[src/hw/mmd_pkg.sv]
// Constants and types for the memory map attribute decoder
// Summary of operation
// [RULE_01] Fixed 4 GB map, one region per address
// [RULE_02] Normal accesses may reorder or speculate
// [RULE_03] Device keeps order with Device/Strongly-ordered
// [RULE_04] Strongly-ordered keeps order with everything
// [RULE_05] Device writes bufferable, Strongly-ordered writes never
// [RULE_06] Fetch from execute-never region faults, blocked
// [RULE_07] Earlier Device/SO observed before later Device
// [RULE_08] Code region: Normal, executable
// [RULE_09] SRAM region: Normal, executable
// [RULE_10] Peripheral region: Device, execute-never
// [RULE_11] External RAM: Normal, executable
// [RULE_12] External device, system peripherals: Device, execute-never
// [RULE_13] Private peripheral bus: Strongly-ordered, execute-never
// [RULE_14] Software should place code in code region
// [RULE_15] Data barrier holds later transactions until drained
// [RULE_16] Sync barrier stalls execution until drained
// [RULE_17] Instruction barrier flushes after completed transactions
// [RULE_18] Software uses data barrier after vector change
// [RULE_19] Software uses instruction barrier after self-modification
// [RULE_20] Software uses sync barrier after map switch
// [RULE_21] Software uses sync barrier after priority change
// [RULE_22] Multi-master semaphores need data barrier after
// [RULE_23] Strongly-ordered accesses ordered without any barrier
// [RULE_24] Decode is one combinational stage, same cycle
package mmd_pkg;

    localparam int ADDR_W = 32;
    localparam int OUT_W = 4;

    localparam logic [ADDR_W-1:0] SRAM_BASE = 32'h2000_0000;
    localparam logic [ADDR_W-1:0] PERIPH_BASE = 32'h4000_0000;
    localparam logic [ADDR_W-1:0] EXTRAM_BASE = 32'h6000_0000;
    localparam logic [ADDR_W-1:0] EXTDEV_BASE = 32'hA000_0000;
    localparam logic [ADDR_W-1:0] PRIV_BASE = 32'hE000_0000;
    localparam logic [ADDR_W-1:0] SYSDEV_BASE = 32'hE010_0000;

    localparam logic [OUT_W-1:0] OUT_ZERO = 4'h0;
    localparam logic [OUT_W-1:0] OUT_ONE = 4'h1;
    localparam logic [OUT_W-1:0] OUT_MAX = 4'hF;

    typedef enum logic [2:0] {
        REG_CODE = 3'h0,
        REG_SRAM = 3'h1,
        REG_PERIPH = 3'h2,
        REG_EXTRAM = 3'h3,
        REG_EXTDEV = 3'h4,
        REG_PRIV = 3'h5,
        REG_SYSDEV = 3'h6
    } mmd_region_type;

    typedef enum logic [1:0] {
        MT_NORMAL = 2'h0,
        MT_DEVICE = 2'h1,
        MT_STRONG = 2'h2
    } mmd_mtype_type;

    typedef enum logic [1:0] {
        BK_DATA = 2'h0,
        BK_SYNC = 2'h1,
        BK_INSTR = 2'h2
    } mmd_bar_kind_type;

    typedef enum logic [1:0] {
        BS_IDLE = 2'h0,
        BS_DRAIN = 2'h1,
        BS_FLUSH = 2'h2,
        BS_DONE = 2'h3
    } mmd_bar_state_type;

endpackage : mmd_pkg

[src/hw/mmd_attr_ctrl.sv]
// Access ordering, fetch protection and barrier control
`timescale 1ns/1ps
module mmd_attr_ctrl
(
    input wire logic sys_clk,
    input wire logic srst,
    input wire logic req_valid,
    input wire logic [mmd_pkg::ADDR_W-1:0] req_addr,
    input wire logic req_write,
    output logic req_ready,
    output logic bus_valid,
    output logic [mmd_pkg::ADDR_W-1:0] bus_addr,
    output logic bus_write,
    output mmd_pkg::mmd_region_type bus_region,
    output mmd_pkg::mmd_mtype_type bus_mtype,
    output logic bus_execute_never,
    output logic bus_buf,
    input wire logic bus_ready,
    input wire logic bus_done,
    input wire mmd_pkg::mmd_mtype_type bus_done_mtype,
    input wire logic bus_done_buf,
    output logic ack_posted,
    output logic ack_done,
    input wire logic fetch_valid,
    input wire logic [mmd_pkg::ADDR_W-1:0] fetch_addr,
    output logic fetch_ready,
    output logic ifetch_valid,
    output logic [mmd_pkg::ADDR_W-1:0] ifetch_addr,
    input wire logic ifetch_ready,
    output logic mm_fault,
    output logic [mmd_pkg::ADDR_W-1:0] fault_addr,
    input wire logic bar_valid,
    input wire mmd_pkg::mmd_bar_kind_type bar_kind,
    output logic bar_ready,
    output logic bar_done,
    output logic exec_stall,
    output logic pipe_flush
);
    import mmd_pkg::*;

    mmd_region_type d_region;
    mmd_mtype_type d_mtype;
    logic d_noexec;
    mmd_region_type f_region;
    mmd_mtype_type f_mtype;
    logic f_noexec;

    // Pending data request, decoded on the cycle it is taken
    logic p_valid_reg;
    logic [ADDR_W-1:0] p_addr_reg;
    logic p_write_reg;
    mmd_region_type p_region_reg;
    mmd_mtype_type p_mtype_reg;
    logic p_noexec_reg;

    // Issued request presented on the system bus
    logic b_valid_reg;
    logic [ADDR_W-1:0] b_addr_reg;
    logic b_write_reg;
    mmd_region_type b_region_reg;
    mmd_mtype_type b_mtype_reg;
    logic b_noexec_reg;
    logic b_buf_reg;

    // Outstanding counts: all, Device plus Strongly-ordered, Strongly-ordered
    logic [OUT_W-1:0] cnt_all_reg;
    logic [OUT_W-1:0] cnt_ord_reg;
    logic [OUT_W-1:0] cnt_so_reg;

    logic f_valid_reg;
    logic [ADDR_W-1:0] f_addr_reg;
    logic fetch_ready_reg;
    logic req_ready_reg;
    logic mm_fault_reg;
    logic [ADDR_W-1:0] fault_addr_reg;
    logic ack_posted_reg;
    logic ack_done_reg;

    mmd_bar_state_type bar_state_reg;
    mmd_bar_state_type bar_state_next;
    mmd_bar_kind_type bar_kind_reg;
    logic bar_ready_reg;
    logic bar_done_reg;
    logic exec_stall_reg;
    logic pipe_flush_reg;

    mmd_region_decode u_data_decode
    (
        .addr(req_addr),
        .region(d_region),
        .mtype(d_mtype),
        .execute_never(d_noexec)
    );

    mmd_region_decode u_fetch_decode
    (
        .addr(fetch_addr),
        .region(f_region),
        .mtype(f_mtype),
        .execute_never(f_noexec)
    );

    wire take = req_valid & req_ready_reg; // RULE_24
    wire issue = b_valid_reg & bus_ready;
    wire slot_free = ~b_valid_reg | bus_ready;

    // Normal only waits for Strongly-ordered; it may pass earlier Device work
    wire gate_normal = (cnt_so_reg == OUT_ZERO); // RULE_02
    wire gate_device = (cnt_ord_reg == OUT_ZERO); // RULE_03 RULE_07
    wire gate_strong = (cnt_all_reg == OUT_ZERO); // RULE_04 RULE_23
    wire gate_type = (p_mtype_reg == MT_STRONG) ? gate_strong :
                     (p_mtype_reg == MT_DEVICE) ? gate_device :
                     gate_normal;
    wire gate_room = (cnt_all_reg != OUT_MAX);
    wire move = p_valid_reg & slot_free & gate_type & gate_room;

    wire p_valid_next = (p_valid_reg & ~move) | take;
    wire b_valid_next = (b_valid_reg & ~bus_ready) | move;
    // Strongly-ordered writes must complete before they are acknowledged
    wire buf_next = p_write_reg & (p_mtype_reg == MT_DEVICE); // RULE_05

    wire inc_all = move;
    wire inc_ord = move & (p_mtype_reg != MT_NORMAL);
    wire inc_so = move & (p_mtype_reg == MT_STRONG);
    wire dec_all = bus_done;
    wire dec_ord = bus_done & (bus_done_mtype != MT_NORMAL);
    wire dec_so = bus_done & (bus_done_mtype == MT_STRONG);

    wire [OUT_W-1:0] cnt_all_next = cnt_all_reg + {{(OUT_W-1){1'b0}}, inc_all} - {{(OUT_W-1){1'b0}}, dec_all};
    wire [OUT_W-1:0] cnt_ord_next = cnt_ord_reg + {{(OUT_W-1){1'b0}}, inc_ord} - {{(OUT_W-1){1'b0}}, dec_ord};
    wire [OUT_W-1:0] cnt_so_next = cnt_so_reg + {{(OUT_W-1){1'b0}}, inc_so} - {{(OUT_W-1){1'b0}}, dec_so};

    // Earlier requests already taken must reach the bus and complete
    wire drained = ~p_valid_reg & ~b_valid_reg & (cnt_all_reg == OUT_ZERO); // RULE_15 RULE_16
    wire bar_take = bar_valid & bar_ready_reg;

    always_comb
    begin
        bar_state_next = bar_state_reg;
        unique case (bar_state_reg)
            BS_IDLE:
            begin
                if (bar_take)
                    bar_state_next = BS_DRAIN;
            end
            BS_DRAIN:
            begin
                if (drained)
                    bar_state_next = (bar_kind_reg == BK_INSTR) ? BS_FLUSH : BS_DONE; // RULE_17
            end
            BS_FLUSH:
                bar_state_next = BS_DONE;
            BS_DONE:
                bar_state_next = BS_IDLE;
        endcase
    end

    // New data requests are refused while any barrier is in progress
    wire req_ready_next = ~p_valid_next & (bar_state_next == BS_IDLE); // RULE_15
    wire sync_stall_next = (bar_state_next == BS_DRAIN) & ((bar_state_reg == BS_IDLE) ? (bar_kind == BK_SYNC) :
                           (bar_kind_reg == BK_SYNC)); // RULE_16

    wire f_take = fetch_valid & fetch_ready_reg;
    wire f_load = f_take & ~f_noexec; // RULE_06
    wire f_valid_next = (f_valid_reg & ~ifetch_ready) | f_load;
    // Fetch is held off during the flush so refetch sees completed writes
    wire fetch_ready_next = ~f_valid_next & (bar_state_next != BS_FLUSH); // RULE_17

    always_ff @(posedge sys_clk)
    begin
        if (srst)
        begin
            p_valid_reg <= 1'b0;
            b_valid_reg <= 1'b0;
            req_ready_reg <= 1'b0;
            cnt_all_reg <= OUT_ZERO;
            cnt_ord_reg <= OUT_ZERO;
            cnt_so_reg <= OUT_ZERO;
            ack_posted_reg <= 1'b0;
            ack_done_reg <= 1'b0;
        end
        else
        begin
            p_valid_reg <= p_valid_next;
            b_valid_reg <= b_valid_next;
            req_ready_reg <= req_ready_next;
            cnt_all_reg <= cnt_all_next;
            cnt_ord_reg <= cnt_ord_next;
            cnt_so_reg <= cnt_so_next;
            ack_posted_reg <= issue & b_buf_reg; // RULE_05
            ack_done_reg <= bus_done & ~bus_done_buf;
        end
    end

    // Datapath registers need no reset; valids qualify them
    always_ff @(posedge sys_clk)
    begin
        if (take)
        begin
            p_addr_reg <= req_addr;
            p_write_reg <= req_write;
            p_region_reg <= d_region;
            p_mtype_reg <= d_mtype;
            p_noexec_reg <= d_noexec;
        end
    end

    always_ff @(posedge sys_clk)
    begin
        if (move)
        begin
            b_addr_reg <= p_addr_reg;
            b_write_reg <= p_write_reg;
            b_region_reg <= p_region_reg;
            b_mtype_reg <= p_mtype_reg;
            b_noexec_reg <= p_noexec_reg;
            b_buf_reg <= buf_next;
        end
    end

    always_ff @(posedge sys_clk)
    begin
        if (srst)
        begin
            f_valid_reg <= 1'b0;
            fetch_ready_reg <= 1'b0;
            mm_fault_reg <= 1'b0;
            fault_addr_reg <= '0;
        end
        else
        begin
            f_valid_reg <= f_valid_next;
            fetch_ready_reg <= fetch_ready_next;
            mm_fault_reg <= f_take & f_noexec; // RULE_06
            if (f_take & f_noexec)
                fault_addr_reg <= fetch_addr;
        end
    end

    always_ff @(posedge sys_clk)
    begin
        if (f_load)
            f_addr_reg <= fetch_addr;
    end

    always_ff @(posedge sys_clk)
    begin
        if (srst)
        begin
            bar_state_reg <= BS_IDLE;
            bar_kind_reg <= BK_DATA;
            bar_ready_reg <= 1'b0;
            bar_done_reg <= 1'b0;
            exec_stall_reg <= 1'b0;
            pipe_flush_reg <= 1'b0;
        end
        else
        begin
            bar_state_reg <= bar_state_next;
            if (bar_take)
                bar_kind_reg <= bar_kind;
            bar_ready_reg <= (bar_state_next == BS_IDLE);
            bar_done_reg <= (bar_state_next == BS_DONE);
            exec_stall_reg <= sync_stall_next; // RULE_16
            pipe_flush_reg <= (bar_state_next == BS_FLUSH); // RULE_17
        end
    end

    assign req_ready = req_ready_reg;
    assign bus_valid = b_valid_reg;
    assign bus_addr = b_addr_reg;
    assign bus_write = b_write_reg;
    assign bus_region = b_region_reg;
    assign bus_mtype = b_mtype_reg;
    assign bus_execute_never = b_noexec_reg;
    assign bus_buf = b_buf_reg;
    assign ack_posted = ack_posted_reg;
    assign ack_done = ack_done_reg;
    assign fetch_ready = fetch_ready_reg;
    assign ifetch_valid = f_valid_reg;
    assign ifetch_addr = f_addr_reg;
    assign mm_fault = mm_fault_reg;
    assign fault_addr = fault_addr_reg;
    assign bar_ready = bar_ready_reg;
    assign bar_done = bar_done_reg;
    assign exec_stall = exec_stall_reg;
    assign pipe_flush = pipe_flush_reg;
endmodule : mmd_attr_ctrl

[src/hw/mmd_region_decode.sv]
// Combinational address to region, memory type and execute-never decode
`timescale 1ns/1ps
module mmd_region_decode
(
    input wire logic [mmd_pkg::ADDR_W-1:0] addr,
    output mmd_pkg::mmd_region_type region,
    output mmd_pkg::mmd_mtype_type mtype,
    output logic execute_never
);
    import mmd_pkg::*;

    // Ordered compares; every 32-bit address lands in exactly one region
    wire in_sram = addr >= SRAM_BASE;
    wire in_periph = addr >= PERIPH_BASE;
    wire in_extram = addr >= EXTRAM_BASE;
    wire in_extdev = addr >= EXTDEV_BASE;
    wire in_priv = addr >= PRIV_BASE;
    wire in_sysdev = addr >= SYSDEV_BASE;

    assign region = in_sysdev ? REG_SYSDEV : // RULE_12
                    in_priv ? REG_PRIV : // RULE_13
                    in_extdev ? REG_EXTDEV : // RULE_12
                    in_extram ? REG_EXTRAM : // RULE_11
                    in_periph ? REG_PERIPH : // RULE_10
                    in_sram ? REG_SRAM : // RULE_09
                    REG_CODE; // RULE_08

    // RULE_01
    assign mtype = (region == REG_PRIV) ? MT_STRONG :
                   (region == REG_PERIPH || region == REG_EXTDEV || region == REG_SYSDEV) ? MT_DEVICE :
                   MT_NORMAL;

    // Only the Normal regions can hold code
    assign execute_never = (mtype != MT_NORMAL); // RULE_11

endmodule : mmd_region_decode

[config.mk]
export PLATFORM = sky130hd
export DESIGN_NAME = mmd_attr_ctrl
export DESIGN_NICKNAME = d
export VERILOG_FILES = /design/src/hw/mmd_pkg.sv /design/src/hw/mmd_attr_ctrl.sv /design/src/hw/mmd_region_decode.sv
export SDC_FILE = /design/constraint.sdc
export NUM_CORES = 1
export LEC_CHECK = 0
export BUFFER_PORTS_ARGS = -buffer_cell sky130_fd_sc_hd__buf_2
export CORE_MARGIN = 2
export CORE_UTILIZATION = 35
export DETAILED_ROUTE_END_ITERATION = 10
export HOLD_SLACK_MARGIN = 0.1
export SLEW_MARGIN = 0
export SYNTH_ARGS = -nofsm -noshare
export SYNTH_HDL_FRONTEND = slang
export SYNTH_SLANG_ARGS = --single-unit
[constraint.sdc]
create_clock -name sys_clk -period 3.9 [get_ports sys_clk]
set_clock_uncertainty 0.05 [all_clocks]
set_input_delay 0.585 -clock sys_clk [delete_from_list [all_inputs] [get_ports sys_clk]]
set_output_delay 0.585 -clock sys_clk [all_outputs]
set_load 0.01 [all_outputs]
After elaboration in Yosys (flattened, before gate mapping)

Cells that the tools add are included.

Reduce and logical (&&, ||, !) cells: 13
Bitwise logic cells: 37
Order comparisons: 12
Eq/ne operators: 22
Add/sub/neg operators: 6
Mux-type cells: 23

Operators with widths:

| kind                                                                 | count |
|---|---|
| greater-or-equal comparator 32 bit (second input constant)           | 6 |
| greater-or-equal comparator 32 x 31 -> 1 bit (second input constant) | 4 |
| greater-or-equal comparator 32 x 30 -> 1 bit (second input constant) | 2 |
| 2-to-1 mux 3 bit                                                     | 10 |
| bitwise AND 1 bit                                                    | 24 |
| == test 3 bit (second input constant)                                | 6 |
| == test 2 bit (second input constant)                                | 7 |
| adder 4 x 1 -> 4 bit                                                 | 3 |
| zero test 4 bit                                                      | 3 |
| subtractor 4 x 1 -> 4 bit                                            | 3 |
| == test 2 x 1 -> 1 bit (second input constant)                       | 5 |
| inverter 1 bit                                                       | 9 |
| 2-to-1 mux 1 bit                                                     | 8 |
| 2-to-1 mux 2 bit                                                     | 4 |
| one-hot mux 2 bit (4 select lines)                                   | 1 |
| nonzero test 2 bit                                                   | 4 |
| == test 3 x 2 -> 1 bit (second input constant)                       | 2 |
| zero test 2 bit                                                      | 2 |
| logical OR 1 bit                                                     | 4 |
| != test 4 bit (second input constant)                                | 1 |
| OR 1 bit                                                             | 4 |
| != test 2 bit (second input constant)                                | 1 |

Word-level logic and storage cells: 143
Register bits: 171
Output and inout port bits: 115

Longest topological paths before layout

Depth in word-level cells: 18
Mapped depth: 14
Mapped depth without buffers: 14

Cells and area by module

From an unflattened synthesis, not the netlist that was laid out.

Cells, all modules: 435
Area, all modules: 6077.1 µm²

By module, submodules not included:

| module            | area an instance (µm²) | times used | cells each | sequential area each (µm²) |
|---|---|---|---|---|
| mmd_attr_ctrl     | 5841.9                 | 1          | 407        | 4534.3 |
| mmd_region_decode | 117.6                  | 2          | 14         | 0.0 |

Least setup slack after synthesis

OpenSTA, ideal clock, no wires.

Kind: register to register
Start: reg cnt_all_reg[2]
End: reg cnt_ord_reg[2]
Data arrival time: 3291 ps
Period minus slack after synthesis: 3468 ps
Required time: 3722 ps
Cell stages (with the launch flop): 15
Buffers on the path: 0
Setup slack: 432 ps
Library setup time: 128 ps
Path through: dfxtp_1 > inv_1 > ha_1 > nor3b_1 > a22oi_1 > a21o_1 > inv_1 > o21ai_0 > ha_1 > inv_1 > ha_1 > inv_1 > fa_1 > xor2_1 > nor2_1

Longest elaborated chain between the ends: 7

Ends and longest elaborated chain:

| element                       | RTL line             | RTL |
|---|---|---|
| start: declaration            | mmd_attr_ctrl.sv:66  | `logic [OUT_W-1:0] cnt_all_reg;` |
| start signal: assignment      | mmd_attr_ctrl.sv:187 | `cnt_all_reg <= cnt_all_next;` |
| zero test 4 bit               | mmd_attr_ctrl.sv:110 | `wire gate_strong = (cnt_all_reg == OUT_ZERO);` |
| 2-to-1 mux 1 bit              | mmd_attr_ctrl.sv:111 | `wire gate_type = (p_mtype_reg == MT_STRONG) ? gate_strong :` |
| bitwise AND 1 bit             | mmd_attr_ctrl.sv:115 | `wire move = p_valid_reg & slot_free & gate_type & gate_room;` |
| bitwise AND 1 bit (*)         | mmd_attr_ctrl.sv:115 |  |
| net inc_all                   | mmd_attr_ctrl.sv:122 | `wire inc_all = move;` |
| bitwise AND 1 bit (*)         | mmd_attr_ctrl.sv:123 | `wire inc_ord = move & (p_mtype_reg != MT_NORMAL);` |
| adder 4 x 1 -> 4 bit (*)      | mmd_attr_ctrl.sv:130 | `wire [OUT_W-1:0] cnt_ord_next = cnt_ord_reg + {{(OUT_W-1){1'b0}}, inc_ord} - {{(OUT_W-1){1'b0}}, dec_ord};` |
| subtractor 4 x 1 -> 4 bit (*) | mmd_attr_ctrl.sv:130 |  |
| end signal: assignment        | mmd_attr_ctrl.sv:188 | `cnt_ord_reg <= cnt_ord_next;` |
| end: declaration              | mmd_attr_ctrl.sv:67  | `logic [OUT_W-1:0] cnt_ord_reg;` |

The timed path passes the listed nets; every way through them passes the cells marked *.
A chain may end at the register's enable or synchronous reset.

Worst setup path after layout

Ends and elaborated chain as after synthesis.

==> impl_metrics.tcl <==
set metrics [dict create \
    status "complete, no violations" \
    drive_gt1_frac 0.368 \
    initial_core_util 0.357 \
    cp_cell_sequence "inv_1 -> ha_1 -> nor3b_1 -> a22oi_1 -> a21o_1 -> clkinv_1 -> o21ai_0 -> ha_1 -> inv_1 -> ha_1 -> inv_1 -> fa_1 -> xor2_1 -> nor2_1" \
    crit_path_end_kind "register" \
    power_switching_share 0.257 \
    yosysTopAreaCell "edfxtp_1" \
    die_w_microns 134 \
    ant_nets 0 \
    via_count 3822 \
    cts_hold_buf 0 \
    synth_cells 419 \
    ir_worst_vdd_mv 0.291 \
    grt_pass1_wl_mm 18.9 \
    slowest_delay_ps 460 \
    first_pass_iters 4 \
    finalMaxSlewViolations 0 \
    yosys-top-cells-area "edfxtp_1, dfxtp_1, nand2_1, a21oi_1, ha_1" \
    postSynthNetCount 516 \
    reg2reg_slack_ps 1040 \
    clock_latency_ps 420 \
    required_ps 4110 \
    routed_wirelength_mm 12.2 \
    fp.dieH_microns 134 \
    io_pins 193 \
    final.setup.tns_ps 0 \
    path_delay_family "adder cells" \
    min-delay-start "bus_done_buf" \
    max-clock-path-buffers 2 \
    grt_max_degree 58 \
    core_sq_um 16600 \
    final_hold_viol_count 0 \
    crit_path_start_kind "register" \
    fin_crit_ps 2860 \
    synth_seq_area_share 0.765 \
    min_path_cells 2 \
    period_share 0.733 \
    grt_pass1_vias 3765 \
    dpl_cell_area_sq_um 7140 \
    ctsResizeCount 0 \
    cts.sinks 171 \
    slowest_stage "nor3b_1" \
    setup_viol 0 \
    yosys.cell_types.count 37 \
    synth_top_flop_cell "edfxtp_1" \
    place_congestion 0.756 \
    crit_arrival_ps 3070 \
    reg2reg_depth 14 \
    cts_made_buffers 17 \
    grt_antenna_before_repair 1 \
    max_freq_mhz 350 \
    die_area_sq_um 18000 \
    p_per_area_nw_per_um2 586 \
    pwr-share-clk 0.376 \
    drv_cap 0 \
    leakagePower_nw 3.16 \
    insertedDiodeCount 0 \
    htreeDepth 4 \
    rsz0062_at_grt "false" \
    synth_seq_cells 171 \
    cts_tree "yes" \
    viasPerCell 4.48 \
    overflow 0 \
    drt_iter0_drc 170 \
    async_flop_share 0 \
    path_buf_inv 4 \
    switchingPower_mw 1.16 \
    syn_avg_cell_area_sq_um 14.1 \
    synth_edf_count 111 \
    area_growth_pct 30.6 \
    intPower_mw 3.37 \
    grt.total_usage 0.135 \
    pwr-share-comb 0.131 \
    hpwl_mm 8.78 \
    pwr-share-seq 0.492 \
    min_path_type "primary input to register" \
    rr_endpoint "cnt_ord_reg[2]$_SDFF_PP0_" \
    clkTransAtPathRegs_ps 70 \
    r2r_start "cnt_all_reg[2]$_SDFF_PP0_" \
    max_slew.worst_pin.slew_ps 1020 \
    fin_area_sq_um 7740 \
    drc 0 \
    syn_area_sq_um 5930 \
    yosysWarnings 0 \
    wl_per_cell_microns 14.2 \
    portBuffers 192 \
    relSlewSlack 0.317 \
    cp_max_fo 4 \
    min_to "ack_done$_SDFF_PP0_" \
    synth_top_area_frac 0.562 \
    cts_root_buf "clkbuf_16" \
    path_class "register to register" \
    nNetsFinal 718 \
    post_cts_buffers 0 \
    fp-row-count 47 \
]
==> final cells by class <==
| class | instances | area (sq um) |
|---|---|---|
| repair buffers | 196 | 991 |
| inverters | 24 | 90.1 |
| well taps | 220 | 275 |
| fillers | 1515 | 8840 |
| multi-input cells | 211 | 1250 |
| flip-flops and latches | 171 | 4530 |
| clock inverters | 15 | 173 |
| clock buffers | 17 | 425 |
==> cells in the mapped netlist, drive strengths merged (2+ instances only) <==
library cell	n
edfxtp	111
nand2	70
dfxtp	60
a21oi	44
inv	24
nor2	21
ha	16
buf	7
nand3	7
nor2b	7
clkbuf	6
nor3b	5
a21o	4
o21ai	4
xnor2	4
and2	3
fa	3
xor2	3
a22o	2
and3b	2
nand3b	2
nor4b	2
==> cell families (layout without fill, tap and decap cells) <==
kind of cell             after synthesis  after routing  synth area share
flip-flops                           171            171             0.765
AND/OR/NAND/NOR                      127            127             0.102
AO/OA/AOI/OAI                         57             57            0.0521
buffers and inverters                 37            252            0.0247
adder cells (fa/ha/maj)               19             19            0.0439
XOR/XNOR                               7              7            0.0103
multiplexers                           1              1           0.00190
==> through the flow <==
step / hold WS (ps) / util / std cells / total power, mW / worst slack, ps
floorplan: 350 / - / 419 / 2.64 / 432
global placement: 351 / 0.431 / 822 / 2.85 / 1130
detailed placement: 355 / 0.431 / 822 / 2.89 / 1030
CTS: 254 / 0.467 / 854 / 4.61 / 1010
global route: 258 / 0.467 / 854 / 4.76 / 820
finish: 279 / 0.467 / 854 / 4.54 / 1040
==> power by group through the flow <==
stage	registers (mW)	logic [mW]	clock network, mW
detailed placement	2.27	0.611	0
global placement	2.27	0.586	0
finish	2.23	0.597	1.71
global route	2.25	0.680	1.83
CTS	2.24	0.613	1.76
floorplan	2.31	0.335	0
==> worst max path at each step <==
stage	start	endpoint	slack (ps)	cells past startpoint
final	cnt_all_reg[2]$_SDFF_PP0_	cnt_ord_reg[2]$_SDFF_PP0_	1040	14
after detailed placement	cnt_all_reg[2]$_SDFF_PP0_	cnt_ord_reg[2]$_SDFF_PP0_	1030	14
after CTS	cnt_all_reg[2]$_SDFF_PP0_	cnt_ord_reg[2]$_SDFF_PP0_	1010	14
after floorplan	cnt_all_reg[2]$_SDFF_PP0_	cnt_ord_reg[2]$_SDFF_PP0_	430	14
after global routing	cnt_all_reg[2]$_SDFF_PP0_	cnt_ord_reg[2]$_SDFF_PP0_	820	14
after global placement	cnt_all_reg[2]$_SDFF_PP0_	cnt_ord_reg[2]$_SDFF_PP0_	1130	14
==> layer usage <==
layer | share of wire | wire (microns) | up-vias | track usage
li1 | - | - | 1875 | -
met1 | 0.42 | 5060 | 1767 | 0.161
met2 | 0.47 | 5680 | 168 | 0.220
met3 | 0.11 | 1320 | 12 | 0.0665
met4 | 0.0089 | 108 | 0 | 0.0363
met5 | 0 | 0 | - | 0
==> placed cells by master, fill, tap and decap left out, types with 6 or more instances in the layout <==
| master | instances |
|---|---|
| nand2_1 | 69 |
| inv_1 | 23 |
| buf_2 | 192 |
| clkbuf_16 | 17 |
| nor2_1 | 20 |
| nor2b_1 | 6 |
| edfxtp_1 | 111 |
| nand3_1 | 7 |
| dfxtp_1 | 60 |
| a21oi_1 | 44 |
| ha_1 | 16 |
No activity file was read; power rests on OpenSTA's default activity.
